===== src/pacr_pkg.sv =====
// pacr_pkg: offsets, reset values, field positions and types shared by
// the calibration / detector / exact-frequency register bank.
// assumes a 5-bit register index and 24-bit register data.
`default_nettype none
package pacr_pkg;

  // register indices and data width
  localparam int unsigned       DATA_W        = 24;
  localparam logic [4:0]        IDX_VCO_CAL   = 5'h0A;
  localparam logic [4:0]        IDX_PD_PUMP   = 5'h0B;
  localparam logic [4:0]        IDX_EXACT     = 5'h0C;

  // values after reset
  localparam logic [23:0]       RST_VCO_CAL   = 24'h002046;
  localparam logic [23:0]       RST_PD_PUMP   = 24'h078061;
  localparam logic [23:0]       RST_EXACT     = 24'h000000;

  // calibration register fields
  localparam int unsigned       WIN_LSB       = 0;
  localparam int unsigned       CAL_OFF_BIT   = 11;
  localparam int unsigned       CDIV_LSB      = 13;
  localparam int unsigned       RELOCK_BIT    = 17;

  // detector register fields
  localparam int unsigned       POL_INV_BIT   = 4;
  localparam int unsigned       RAISE_EN_BIT  = 5;
  localparam int unsigned       LOWER_EN_BIT  = 6;
  localparam int unsigned       F_RAISE_BIT   = 9;
  localparam int unsigned       F_LOWER_BIT   = 10;
  localparam int unsigned       F_MID_BIT     = 11;

  // exact-frequency counts
  localparam logic [23:0]       EXACT_OFF     = 24'h000000;
  localparam logic [23:0]       EXACT_BAD     = 24'h000001;

  // measurement window lengths in reference-divider cycles, by code
  localparam logic [8:0]        WIN_LEN [8]   = '{9'h001, 9'h002, 9'h004,
                                                  9'h008, 9'h020, 9'h040,
                                                  9'h080, 9'h100};
  // calibration clock divide ratios minus one, by code
  localparam logic [4:0]        CDIV_TOP [4]  = '{5'h00, 5'h03, 5'h0F,
                                                  5'h1F};

  // measurement sequencer states
  typedef enum logic [0:0] {
    MS_IDLE = 1'b0,
    MS_MEAS = 1'b1
  } pacr_meas_t;

  // charge-pump drive to the analog side
  typedef struct packed {
    logic raise;
    logic lower;
    logic mid;
  } pacr_pump_t;

endpackage : pacr_pkg
`default_nettype wire


===== src/pacr_regs.sv =====
// pacr_regs: register bank and control logic for vco calibration setup,
// phase detector / charge pump steering and exact-frequency count.
// assumes reference and reference-divider events arrive as one-cycle
// enables synchronous to clk_sys_in, and a simple indexed register port.
`timescale 1ns/1ns
`default_nettype none
module pacr_regs
  import pacr_pkg::*;
(
  input  wire logic              clk_sys_in,       // 125 MHz system clock
  input  wire logic              rst_in,           // sync reset, active high
  input  wire logic [4:0]        reg_idx_in,       // register index
  input  wire logic [23:0]       reg_wdata_in,     // write data
  input  wire logic              reg_wr_in,        // write strobe
  input  wire logic              reg_rd_in,        // read strobe
  output logic      [23:0]       reg_rdata_out,    // read data, registered
  output logic                   reg_rvalid_out,   // read data valid pulse
  input  wire logic              xtal_tick_in,     // crystal reference event
  input  wire logic              rdiv_tick_in,     // reference divider event
  input  wire logic              cal_request_in,   // calibration wanted
  output logic                   cal_tick_out,     // divided fsm clock enable
  output logic                   cal_active_out,   // calibration permitted
  output logic                   meas_busy_out,    // measurement running
  output logic                   meas_done_out,    // measurement window ended
  input  wire logic              locked_in,        // lock detect state
  input  wire logic              lock_lost_in,     // lock detect failed pulse
  output logic                   relock_out,       // relock attempt pulse
  input  wire logic              pd_raise_in,      // raw detector raise
  input  wire logic              pd_lower_in,      // raw detector lower
  output pacr_pump_t             pump_out,         // charge-pump drive
  input  wire logic              mod_third_in,     // third-order modulator
  output logic      [23:0]       channel_count_out,// correction channel count
  output logic                   exact_active_out, // correction in effect
  output logic                   exact_invalid_out // count of one loaded
);

  // register storage
  logic [23:0]       cal_cfg_r,    cal_cfg_nxt;     // calibration config
  logic [23:0]       pd_ctl_r,     pd_ctl_nxt;      // detector control
  logic [23:0]       exact_r,      exact_nxt;       // channel count
  logic [23:0]       rdata_r,      rdata_nxt;       // read data
  logic              rvalid_r,     rvalid_nxt;      // read valid

  // register port: writes land at the next edge, reads answer one cycle on
  always_comb
  begin
    cal_cfg_nxt = cal_cfg_r;
    pd_ctl_nxt  = pd_ctl_r;
    exact_nxt   = exact_r;
    rdata_nxt   = rdata_r;
    rvalid_nxt  = reg_rd_in;
    if (reg_wr_in)
    begin
      unique case (reg_idx_in)
        IDX_VCO_CAL: cal_cfg_nxt = reg_wdata_in;
        // bits 8:7 stored as written; zero there is software's job
        IDX_PD_PUMP: pd_ctl_nxt  = reg_wdata_in;
        IDX_EXACT:   exact_nxt   = reg_wdata_in;
        default:     ;                           // unmapped write dropped
      endcase
    end
    if (reg_rd_in)
    begin
      unique case (reg_idx_in)
        IDX_VCO_CAL: rdata_nxt = cal_cfg_r;
        IDX_PD_PUMP: rdata_nxt = pd_ctl_r;
        IDX_EXACT:   rdata_nxt = exact_r;
        default:     rdata_nxt = 24'h000000;     // unmapped reads zero
      endcase
    end
  end

  always_ff @(posedge clk_sys_in)
  begin
    if (rst_in)
    begin
      cal_cfg_r <= RST_VCO_CAL;
      pd_ctl_r  <= RST_PD_PUMP;
      exact_r   <= RST_EXACT;
      rdata_r   <= 24'h000000;
      rvalid_r  <= 1'b0;
    end
    else
    begin
      cal_cfg_r <= cal_cfg_nxt;
      pd_ctl_r  <= pd_ctl_nxt;
      exact_r   <= exact_nxt;
      rdata_r   <= rdata_nxt;
      rvalid_r  <= rvalid_nxt;
    end
  end

  assign reg_rdata_out  = rdata_r;
  assign reg_rvalid_out = rvalid_r;

  // field views
  logic [2:0]        win_code;                       // window code
  logic [1:0]        cdiv_code;                      // clock divider code
  logic              cal_off;                        // calibration suppressed
  logic              relock_en;                      // single relock allowed
  assign win_code  = cal_cfg_r[WIN_LSB +: 3];
  assign cdiv_code = cal_cfg_r[CDIV_LSB +: 2];
  assign cal_off   = cal_cfg_r[CAL_OFF_BIT];
  assign relock_en = cal_cfg_r[RELOCK_BIT];

  // calibration clock divider; software keeps result under 50 MHz
  logic [4:0]        cdiv_cnt_r,   cdiv_cnt_nxt;    // crystal event count
  logic              ctick_r,      ctick_nxt;       // divided enable
  always_comb
  begin
    cdiv_cnt_nxt = cdiv_cnt_r;
    ctick_nxt    = 1'b0;
    if (xtal_tick_in)
    begin
      // a ratio change mid-count just finishes at the new top
      if (cdiv_cnt_r >= CDIV_TOP[cdiv_code])
      begin
        cdiv_cnt_nxt = 5'h00;
        ctick_nxt    = 1'b1;
      end
      else
        cdiv_cnt_nxt = cdiv_cnt_r + 5'h01;
    end
  end

  always_ff @(posedge clk_sys_in)
  begin
    if (rst_in)
    begin
      cdiv_cnt_r <= 5'h00;
      ctick_r    <= 1'b0;
    end
    else
    begin
      cdiv_cnt_r <= cdiv_cnt_nxt;
      ctick_r    <= ctick_nxt;
    end
  end

  assign cal_tick_out   = ctick_r;
  assign cal_active_out = ~cal_off;

  // measurement window sequencer; window must exceed 4 us
  pacr_meas_t        meas_st_r,    meas_st_nxt;     // sequencer state
  logic [8:0]        meas_cnt_r,   meas_cnt_nxt;    // cycles remaining
  logic              mdone_r,      mdone_nxt;       // window ended
  always_comb
  begin
    meas_st_nxt  = meas_st_r;
    meas_cnt_nxt = meas_cnt_r;
    mdone_nxt    = 1'b0;
    unique case (meas_st_r)
      MS_IDLE:
      begin
        // a disabled calibration never opens a window
        if (cal_request_in && !cal_off)
        begin
          meas_st_nxt  = MS_MEAS;
          meas_cnt_nxt = WIN_LEN[win_code];
        end
      end
      MS_MEAS:
      begin
        if (cal_off)
          meas_st_nxt = MS_IDLE;
        else if (rdiv_tick_in)
        begin
          if (meas_cnt_r == 9'h001)
          begin
            meas_st_nxt = MS_IDLE;
            mdone_nxt   = 1'b1;
          end
          else
            meas_cnt_nxt = meas_cnt_r - 9'h001;
        end
      end
    endcase
  end

  always_ff @(posedge clk_sys_in)
  begin
    if (rst_in)
    begin
      meas_st_r  <= MS_IDLE;
      meas_cnt_r <= 9'h000;
      mdone_r    <= 1'b0;
    end
    else
    begin
      meas_st_r  <= meas_st_nxt;
      meas_cnt_r <= meas_cnt_nxt;
      mdone_r    <= mdone_nxt;
    end
  end

  assign meas_busy_out = (meas_st_r == MS_MEAS);
  assign meas_done_out = mdone_r;

  // single relock: armed once lock is held, spent by the first failure
  logic              armed_r,      armed_nxt;       // attempt still available
  logic              relock_r,     relock_nxt;      // attempt pulse
  always_comb
  begin
    armed_nxt  = armed_r;
    relock_nxt = 1'b0;
    if (lock_lost_in)
    begin
      if (relock_en && armed_r)
        relock_nxt = 1'b1;
      armed_nxt = 1'b0;
    end
    else if (locked_in)
      armed_nxt = 1'b1;
  end

  always_ff @(posedge clk_sys_in)
  begin
    if (rst_in)
    begin
      armed_r  <= 1'b0;
      relock_r <= 1'b0;
    end
    else
    begin
      armed_r  <= armed_nxt;
      relock_r <= relock_nxt;
    end
  end

  assign relock_out = relock_r;

  // charge-pump steering; forces override detector, one cycle of latency
  pacr_pump_t        pump_r,       pump_nxt;        // registered drive
  logic              up_src;                         // polarity-corrected up
  logic              dn_src;                         // polarity-corrected dn
  logic              f_up;                           // raise force
  logic              f_dn;                           // lower force
  always_comb
  begin
    up_src = pd_ctl_r[POL_INV_BIT] ? pd_lower_in : pd_raise_in;
    dn_src = pd_ctl_r[POL_INV_BIT] ? pd_raise_in : pd_lower_in;
    f_up   = pd_ctl_r[F_RAISE_BIT];
    f_dn   = pd_ctl_r[F_LOWER_BIT];
    pump_nxt.raise = up_src & pd_ctl_r[RAISE_EN_BIT];
    pump_nxt.lower = dn_src & pd_ctl_r[LOWER_EN_BIT];
    pump_nxt.mid   = 1'b0;
    if (f_up && !f_dn)
    begin
      pump_nxt.raise = 1'b1;
      pump_nxt.lower = 1'b0;
    end
    else if (f_dn && !f_up)
    begin
      pump_nxt.raise = 1'b0;
      pump_nxt.lower = 1'b1;
    end
    else if (pd_ctl_r[F_MID_BIT])
    begin
      // both forces set cancel, so midpoint keeps control
      pump_nxt.raise = 1'b0;
      pump_nxt.lower = 1'b0;
      pump_nxt.mid   = 1'b1;
    end
  end

  always_ff @(posedge clk_sys_in)
  begin
    if (rst_in)
      pump_r <= '0;
    else
      pump_r <= pump_nxt;
  end

  assign pump_out = pump_r;

  // exact frequency: count value is software's quotient
  logic              ex_act_r,     ex_act_nxt;      // correction running
  logic              ex_bad_r,     ex_bad_nxt;      // invalid count held
  always_comb
  begin
    ex_bad_nxt = (exact_r == EXACT_BAD);
    ex_act_nxt = mod_third_in && (exact_r != EXACT_OFF) &&
                 (exact_r != EXACT_BAD);
  end

  always_ff @(posedge clk_sys_in)
  begin
    if (rst_in)
    begin
      ex_act_r <= 1'b0;
      ex_bad_r <= 1'b0;
    end
    else
    begin
      ex_act_r <= ex_act_nxt;
      ex_bad_r <= ex_bad_nxt;
    end
  end

  assign channel_count_out = exact_r;
  assign exact_active_out  = ex_act_r;
  assign exact_invalid_out = ex_bad_r;

endmodule : pacr_regs
`default_nettype wire


===== config.mk =====
export PLATFORM = sky130hd
export DESIGN_NAME = pacr_regs
export DESIGN_NICKNAME = d
export VERILOG_FILES = /design/src/pacr_pkg.sv /design/src/pacr_regs.sv
export SDC_FILE = /design/constraint.sdc
export NUM_CORES = 1
export LEC_CHECK = 0
export BUFFER_PORTS_ARGS = -buffer_cell sky130_fd_sc_hd__buf_4
export CORE_ASPECT_RATIO = 0.5
export CORE_MARGIN = 3
export CORE_UTILIZATION = 40
export CTS_CLUSTER_DIAMETER = 150
export DETAILED_ROUTE_END_ITERATION = 10
export SKIP_LAST_GASP = 1
export SYNTH_ARGS = -nofsm -noshare
export SYNTH_HDL_FRONTEND = slang
export SYNTH_SLANG_ARGS = --single-unit

===== constraint.sdc =====
create_clock -name clk_sys_in -period 2.1 [get_ports clk_sys_in]
set_input_delay 0.21 -clock clk_sys_in [delete_from_list [all_inputs] [get_ports clk_sys_in]]
set_output_delay 0.21 -clock clk_sys_in [all_outputs]
set_load 0.01 [all_outputs]

After elaboration in Yosys (flattened, before gate mapping)
Memory sizes are Yosys's and may differ from the RTL's.
Cells that the tools add are included.

storage, ports and cells
  register bits = 121
  memory bits (read-only) = 72
  input port bits = 41
  output and inout bits = 59
  word-level logic and storage cells = 87
  memories = 1

memory list
  memory           words  bits a word  read ports  clocked after Yosys merged registers in  write ports  RTL line          RTL
  (no name shown)  8      9            1           0                                        0            pacr_regs.sv:159  meas_cnt_nxt = WIN_LEN[win_code];

cells by class
  add/subtract/negate cells = 2
  $lt $le $gt $ge = 3
  eq/ne operators = 10
  muxes and demuxes = 25
  bitwise gates (word level) = 9
  reductions and logical operators = 20

operators by type and width
  operator                                                                  count
  24-bit case mux with 3 select lines                                       1
  9-bit 2-to-1 mux                                                          6
  24-bit by 1-bit equality test with 1-bit output, second input constant    1
  24-bit by 1-bit inequality test with 1-bit output, second input constant  1
  24-bit nonzero test                                                       1
  9-bit case mux with 2 select lines                                        1
  5-bit by 4-bit equality test with 1-bit output, second input constant     3
  5-bit 2-to-1 mux                                                          3
  5-bit binary-select mux with 2-bit select                                 1
  9-bit by 1-bit equality test with 1-bit output, second input constant     1
  1-bit 2-to-1 mux                                                          9
  9-bit by 1-bit subtractor with 9-bit output, second input constant        1
  2-bit inequality test, second input constant                              4
  2-bit OR reduction                                                        4
  1-bit logical AND                                                         6
  2-bit AND reduction                                                       3
  5-bit by 1-bit adder with 5-bit output, second input constant             1
  5-bit >= comparator                                                       1
  1-bit NOT                                                                 5
  4-bit >= comparator, second input constant                                1
  2-bit 2-to-1 mux                                                          2
  3-bit NOT with 4-bit output                                               1
  4-bit AND reduction                                                       1
  4-bit OR reduction                                                        1
  7 further kinds                                                           10

Logic depth before layout (Yosys ltp)
Gate-level depths: netlist of the first run.

  word-level depth = 6
  mapped depth = 8
  depth with buffers taken out = 7

Worst setup path after synthesis of the first run
No wires, ideal clock.

  kind = reg2reg
  from = register cal_cfg_r[13]
  to = register cdiv_cnt_r[0]
  library setup time = 0.066 ns
  data arrival time = 1.609 ns
  data required time = 2.034 ns
  setup slack = 0.425 ns
  cell stages (with the launch flop) = 8
  buffers on the path = 0
  period minus slack after synthesis = 1.675 ns
  cell sequence = dfxtp_1 -> or2_2 -> ha_1 -> nand2b_1 -> a21o_1 -> a21oi_1 -> o21ai_0 -> nor2_1

on the way
  cells in the longest elaborated chain, start to end = 6

ends and longest elaborated chain
  what                                                 RTL line          RTL
  start, declared                                      pacr_regs.sv:38   logic [23:0] cal_cfg_r, cal_cfg_nxt;
  start signal, assigned                               pacr_regs.sv:85   cal_cfg_r <= cal_cfg_nxt;
  2-bit NOT with 3-bit output (implied by the code)    pacr_regs.sv:116  if (cdiv_cnt_r >= CDIV_TOP[cdiv_code])
  5-bit binary-select mux with 2-bit select            pacr_regs.sv:116
  5-bit 2-to-1 mux (implied by the code) (2 in a row)  pacr_regs.sv:116
  5-bit >= comparator                                  pacr_regs.sv:116
  5-bit 2-to-1 mux                                     pacr_regs.sv:116
  end signal, assigned                                 pacr_regs.sv:135  cdiv_cnt_r <= cdiv_cnt_nxt;
  end, declared                                        pacr_regs.sv:107  logic [4:0] cdiv_cnt_r, cdiv_cnt_nxt;

No other way between the ends. The select of a mux whose other input is x is not followed.
A chain may end at the register's enable or synchronous reset.

Final worst setup path of the first run
  from = register cal_cfg_r[13]
  to = register cdiv_cnt_r[2]

Same word-level chain as after synthesis.

==> results of run 1 <==
[sequential cells by signal, indices dropped and copies added, names as in the netlist]
signal,cells
cal_cfg_r,24
channel_count_out,24
pd_ctl_r,24
reg_rdata_out,24
meas_cnt_r,9
cdiv_cnt_r,5
pump_out,3
armed_r,1
cal_tick_out,1
exact_active_out,1
exact_invalid_out,1
meas_busy_out,1
meas_done_out,1
reg_rvalid_out,1
relock_out,1
[metrics by stage]
stage	power (W)	util	instance area (µm²)
after global routing	0.00593	0.547	6690
after global placement	0.00294	0.499	6100
after floorplan	0.00273	-	5190
after detailed placement	0.00294	0.499	6100
final	0.00572	0.547	6690
after CTS	0.00577	0.547	6690
[power by group through the flow]
stage | Clock [W] | Combinational, W | Sequential, W
final | 0.00283 | 0.000485 | 0.00241
after global routing | 0.00298 | 0.000537 | 0.00241
after CTS | 0.00287 | 0.000488 | 0.00241
after detailed placement | 0 | 0.000485 | 0.00246
after global placement | 0 | 0.000481 | 0.00245
after floorplan | 0 | 0.000272 | 0.00246
[worst paths after layout]
| kind | start | endpoint | slack [ps] | cells after the start |
|---|---|---|---|---|
| setup / recovery | cal_cfg_r[13] | cdiv_cnt_r[2] | 260 | 7 |
| hold / removal | reg_wdata_in[17] | pd_ctl_r[17] | 40 | 3 |
| setup reg to reg | cal_cfg_r[13] | cdiv_cnt_r[2] | 260 | 7 |
| hold reg to reg | cal_cfg_r[9] | cal_cfg_r[9] | 450 | 2 |
[per-layer routing]
| layer | routed length [µm] | vias to the layer above | part of all wire | global-route usage |
|---|---|---|---|---|
| li1 | - | 2368 | - | - |
| met1 | 6620 | 2210 | 0.47 | 0.261 |
| met2 | 6600 | 105 | 0.47 | 0.317 |
| met3 | 634 | 15 | 0.045 | 0.0533 |
| met4 | 160 | 0 | 0.011 | 0.0576 |
| met5 | 0 | - | 0 | 0 |
[layout by cell type, fill, tap and decap left out, types with 3 or more instances in the layout]
master,n
mux2i_1,3
a21o_1,4
mux2_2,23
nand3_1,15
o21ai_1,7
a21oi_2,6
nor4_1,9
or2_2,5
o21ai_0,5
inv_6,3
nor2_1,46
dfxtp_1,121
clkbuf_8,3
a21oi_1,67
and3_1,5
inv_1,11
a22oi_1,25
nand4_1,5
buf_4,116
clkinv_4,3
clkbuf_16,17
xor2_1,3
clkinvlp_4,3
a211oi_1,24
nand3b_1,4
ha_1,8
nand2_1,156
nor3_1,6
[synthesized netlist by cell type, types with 2 or more instances]
cell | number | area [µm²]
clkbuf_1 | 33 | 124
o21ai_0 | 5 | 25.0
a22oi_1 | 25 | 188
nor3b_1 | 2 | 15.0
a21o_1 | 4 | 30.0
o21ai_1 | 7 | 35.0
xnor2_1 | 2 | 17.5
nand4_1 | 5 | 31.3
nand2_1 | 156 | 586
a21oi_1 | 67 | 335
nor2b_1 | 2 | 12.5
o21a_1 | 2 | 15.0
nor2_1 | 46 | 173
mux2_2 | 23 | 259
nand3_1 | 15 | 75.1
maj3_1 | 2 | 20.0
nand2b_1 | 2 | 12.5
dfxtp_1 | 121 | 2420
a21oi_2 | 6 | 52.6
or2_2 | 5 | 31.3
xor2_1 | 3 | 26.3
buf_1 | 2 | 7.51
and4b_1 | 2 | 20.0
a211oi_1 | 24 | 180
and3_1 | 5 | 31.3
nand3b_1 | 4 | 30.0
nor4_1 | 9 | 56.3
buf_2 | 11 | 55.1
a31oi_1 | 2 | 12.5
nor3_1 | 6 | 30.0
inv_1 | 11 | 41.3
mux2i_1 | 3 | 30.0
ha_1 | 8 | 100
[kinds of logic (layout without fill, tap and decap cells)]
kind of cell / after synthesis / after routing
AND/OR/NAND/NOR: 266 / 266
AO/OA/AOI/OAI: 145 / 145
flip-flops: 121 / 121
buffers and inverters: 58 / 161
multiplexers: 26 / 26
adder cells (fa/ha/maj): 10 / 10
XOR/XNOR: 5 / 5
[repair_timing]
action,4_1_cts,5_1_grt
setup endpoints to repair,0,0
hold endpoints to repair,1,0
hold buffers,1,0
[final cells by class]
type,count,share of cell area
sequential,121,0.362
inverter,11,0.00617
tap,165,0.0309
timing repair buffer,118,0.135
multi-input combinational,452,0.379
clock inverter,12,0.0172
clock buffer,20,0.0698
[tightest hold or removal path, delay by kind of cell]
| kind | cells | cell delay, ps |
|---|---|---|
| buf+inv | 1 | 100 |
| simple gates | 2 | 100 |
==> results.sh, run 1 <==
export IMPL_grt_antenna_before_repair=0
export IMPL_p_leak_nw=2.67
export IMPL_whs_ps=39.1
export IMPL_drive_above_1_share=0.255
export IMPL_ys_flop_type="dfxtp_1"
export IMPL_setup_viol=0
export IMPL_cts_buffer_depth=2
export IMPL_ios=100
export IMPL_die_area_mm2=0.0145
export IMPL_worst_slew_pin_slew_ps=608
export IMPL_die_x_um=167
export IMPL_rows=28
export IMPL_dieHeight_um=86.5
export IMPL_multiInputGateArea_mm2=0.00254
export IMPL_yosys_register_bits=121
export IMPL_dr_first_iter_drc_count=393
export IMPL_hold_viol_final=0
export IMPL_grt_max_degree=50
export IMPL_cp_top_family="compound AO/OA/AOI/OAI gates"
export IMPL_max_stage_delay_ps=440
export IMPL_clock_sinks=121
export IMPL_worstPathMaxFanout=5
export IMPL_grt_pass1_vias=4368
export IMPL_dpl_worst_slack_ps=261
export IMPL_synthMuxAreaShare=0.0557
export IMPL_fin_crit_sh=0.874
export IMPL_maxCapViolations=0
export IMPL_place_gp_congestion=0.815
export IMPL_ant_nets=0
export IMPL_yosys_area_share_simple=0.224
export IMPL_crit_path_top_delay_cell="o21ai_0"
export IMPL_synth_edf_count=0
export IMPL_grt_total_usage=0.196
export IMPL_power_frac_comb=0.085
export IMPL_cts_buffers=17
export IMPL_yosysUniqueCellTypes=44
export IMPL_register_area_mm2=0.00242
export IMPL_cp_num_buf_inv=0
export IMPL_clockPowerShare=0.494
export IMPL_switching_share=0.245
export IMPL_dp_hpwl_um=10000
export IMPL_path_class="register to register"
export IMPL_first_pass_iters=5
export IMPL_fmax_mhz=545
export IMPL_yosys_area_share_xor_xnor=0.00844
export IMPL_routed_via_density=5.23
export IMPL_vias=4698
export IMPL_placed_cells=866
export IMPL_synth_area_per_cell_um2=8.22
export IMPL_fillers=1154
export IMPL_drc=0
export IMPL_synthAdderAreaFrac=0.0232
export IMPL_cts_root_buf="clkbuf_16"
export IMPL_skew_ps=8.67
export IMPL_syn_area_mm2=0.00519
export IMPL_coreArea_mm2=0.0122
export IMPL_synthArstFlopShare=0
export IMPL_required_ps=2380
export IMPL_maxSlewViolCount=0
export IMPL_p_per_area_mw_per_mm2=855
export IMPL_switching_power_w=0.00140
export IMPL_clk_pin_slew_ps=60
export IMPL_status="complete, no violations"
export IMPL_crit_path_end_kind="register"
export IMPL_netlist_instances=631
export IMPL_crit_path_cell_trace="or2_2 > ha_1 > nand2b_1 > a21o_1 > a21oi_1 > o21ai_0 > nor2_1"
export IMPL_wl_per_cell_um=15.6
export IMPL_nets=770
export IMPL_relSlewSlack=0.594
export IMPL_power_frac_seq=0.421
export IMPL_io_buffers=99
export IMPL_syn_num_nets=680
export IMPL_syn_to_final_growth_pct=29.0
export IMPL_diodes=0
export IMPL_ys_seq_area_frac=0.467
export IMPL_intPower_w=0.00431
export IMPL_start_util=0.424
export IMPL_hold_path_class="primary input to register"
export IMPL_synth_top_family_by_area="simple AND/OR/NAND/NOR gates"
export IMPL_cts_htree_levels=4
export IMPL_insertion_delay_ps=410
export IMPL_ir_worst_vdd_mv=0.396
export IMPL_ctsResizeCount=0
export IMPL_finalCriticalPeriod_ps=1840
export IMPL_yosysWarnings=0
export IMPL_grt_ovfl_total=0
export IMPL_cp_start_kind="register"
export IMPL_cts_tree="yes"
export IMPL_rsz0062_at_grt="no"
export IMPL_stdcell_count=899
export IMPL_synth_compound_gate_area_share=0.175
export IMPL_cp_arrival_ps=2120
export IMPL_fin_ws_ps=264
export IMPL_cts_setup_buffers=0
export IMPL_routed_wl_um=14000
export IMPL_tns_ps=0
export IMPL_grt_pass1_wl_um=22500
Note: power is estimated with default switching activity, not from simulation.
==> run 2, diff against run 1 <==
--- a/config.mk
+++ b/config.mk
@@ -11,6 +11,8 @@
 export CORE_UTILIZATION = 40
 export CTS_CLUSTER_DIAMETER = 150
 export DETAILED_ROUTE_END_ITERATION = 10
+export MAX_ROUTING_LAYER = met4
+export RECOVER_POWER = 50
 export SKIP_LAST_GASP = 1
 export SYNTH_ARGS = -nofsm -noshare
 export SYNTH_HDL_FRONTEND = slang
==> results.sh, run 2 (same netlist as run 1, synthesis figures left out) <==
export IMPL_reg2regPathDepth=7
export IMPL_grt_pass1_vias=4367
export IMPL_placed_cells=866
export IMPL_dieHeight_um=86.5
export IMPL_clock_sinks=121
export IMPL_clockPowerShare=0.497
export IMPL_ios=100
export IMPL_clk_pin_slew_ps=60
export IMPL_whs_path_depth=3
export IMPL_first_pass_iters=5
export IMPL_p_total_w=0.00569
export IMPL_diodes=0
export IMPL_whs_ps=37.2
export IMPL_grt_util_met2=0.316
export IMPL_drc=0
export IMPL_ant_nets=0
export IMPL_maxCapViolations=1
export IMPL_max_stage_delay_ps=450
export IMPL_grt_max_degree=50
export IMPL_path_class="register to register"
export IMPL_final_core_util=0.529
export IMPL_start_util=0.424
export IMPL_use_met1=0.262
export IMPL_status="complete, but fails checks"
export IMPL_switching_share=0.247
export IMPL_crit_path_end_kind="register"
export IMPL_fin_crit_sh=0.877
export IMPL_ir_worst_vdd_mv=0.397
export IMPL_relSlewSlack=-0.114
export IMPL_routed_wl_um=14100
export IMPL_finalCriticalPeriod_ps=1840
export IMPL_met3_usage=0.0528
export IMPL_cts_buffer_depth=2
export IMPL_wl_per_cell_um=15.6
export IMPL_skew_ps=10.9
export IMPL_worstPathMaxFanout=5
export IMPL_power_frac_seq=0.423
export IMPL_mostFrequentLayoutCell="nand2_1"
export IMPL_rows=28
export IMPL_grt_antenna_before_repair=0
export IMPL_stdcell_count=899
export IMPL_grt_total_usage=0.202
export IMPL_hold_viol_final=0
export IMPL_place_gp_congestion=0.827
export IMPL_dp_hpwl_um=10000
export IMPL_setup_viol=0
export IMPL_busiest_layer="met2"
export IMPL_drive_above_1_share=0.173
export IMPL_insertion_delay_ps=410
export IMPL_routed_via_density=5.19
export IMPL_tns_ps=0
export IMPL_cts_buffers=17
export IMPL_final_cell_mix="nand2_1 (156), dfxtp_1 (121), a21oi_1 (67)"
export IMPL_p_leak_nw=2.42
export IMPL_cp_start_kind="register"
export IMPL_hold_path_class="primary input to register"
export IMPL_cts_tree="yes"
export IMPL_io_buffers=99
export IMPL_cts_root_buf="clkbuf_16"
export IMPL_coreArea_mm2=0.0122
export IMPL_intPower_w=0.00429
export IMPL_maxSlewViolCount=35
export IMPL_violations="capacitance limit, slew limit"
export IMPL_switching_power_w=0.00140
export IMPL_die_x_um=167
export IMPL_power_frac_comb=0.081
export IMPL_p_per_area_mw_per_mm2=881
export IMPL_crit_path_top_delay_cell="o21ai_0"
export IMPL_vias=4664
export IMPL_fmax_mhz=543
export IMPL_worst_slew_pin_slew_ps=1670
export IMPL_rsz0062_at_grt="no"
export IMPL_crit_path_cell_trace="or2_2 > ha_1 > nand2b_1 > a21o_1 > a21oi_1 > o21ai_0 > nor2_1"
export IMPL_dr_first_iter_drc_count=380
export IMPL_grt_pass1_wl_um=22500
export IMPL_syn_to_final_growth_pct=24.6
export IMPL_grt_ovfl_total=0
export IMPL_nets=770
export IMPL_cp_arrival_ps=2120
export IMPL_cts_htree_levels=4
export IMPL_die_area_mm2=0.0145
export IMPL_required_ps=2380
## run 2: final timing paths
| kind | start | endpoint | slack [ps] |
|---|---|---|---|
| hold reg to reg | cal_cfg_r[9] | cal_cfg_r[9] | 450 |
| setup reg to reg | cal_cfg_r[13] | cdiv_cnt_r[3] | 260 |
| setup / recovery | cal_cfg_r[13] | cdiv_cnt_r[3] | 260 |
| hold / removal | reg_wdata_in[17] | pd_ctl_r[17] | 40 |
## run 2: layout make-up
cell class	count	area, µm²
clock buffer	20	467
clock inverter	12	115
fill	1197	5760
inverter	11	41.3
multi-input combinational	452	2540
sequential	121	2420
tap	165	206
timing repair buffer	118	674
## run 2: critical path: cells and delay by family (launching register included)
family	cells	cell delay (ps)
AO/OA/AOI/OAI	3	620
adder cells (fa/ha/maj)	1	270
flip-flops	1	330
AND/OR/NAND/NOR	3	500
## run 2: metal layers
metal / vias to the layer above / share of wire
li1: 2370 / -
met1: 2185 / 0.48
met2: 95 / 0.47
met3: 14 / 0.041
met4: 0 / 0.0095
met5: - / 0
## run 2: stage by stage
step / setup WS (ps) / area [µm²]
3_3_place_gp: 262 / 6100
6_report: 258 / 6460
5_1_grt: 62.3 / 6460
3_5_place_dp: 261 / 6100
4_1_cts: 239 / 6690
2_1_floorplan: 425 / 5190
## run 2: power by group through the flow
stage	clock network, W	logic, W	registers (W)
floorplan	0	0.000272	0.00246
finish	0.00283	0.000459	0.00241
global placement	0	0.000481	0.00245
global route	0.00298	0.000512	0.00241
detailed placement	0	0.000485	0.00246
CTS	0.00287	0.000488	0.00241
## run 2: repair_timing
action	in CTS	in global routing
resized for setup	0	0
hold buffers	1	0
endpoints found under the hold margin	1	0
setup buffers	0	0
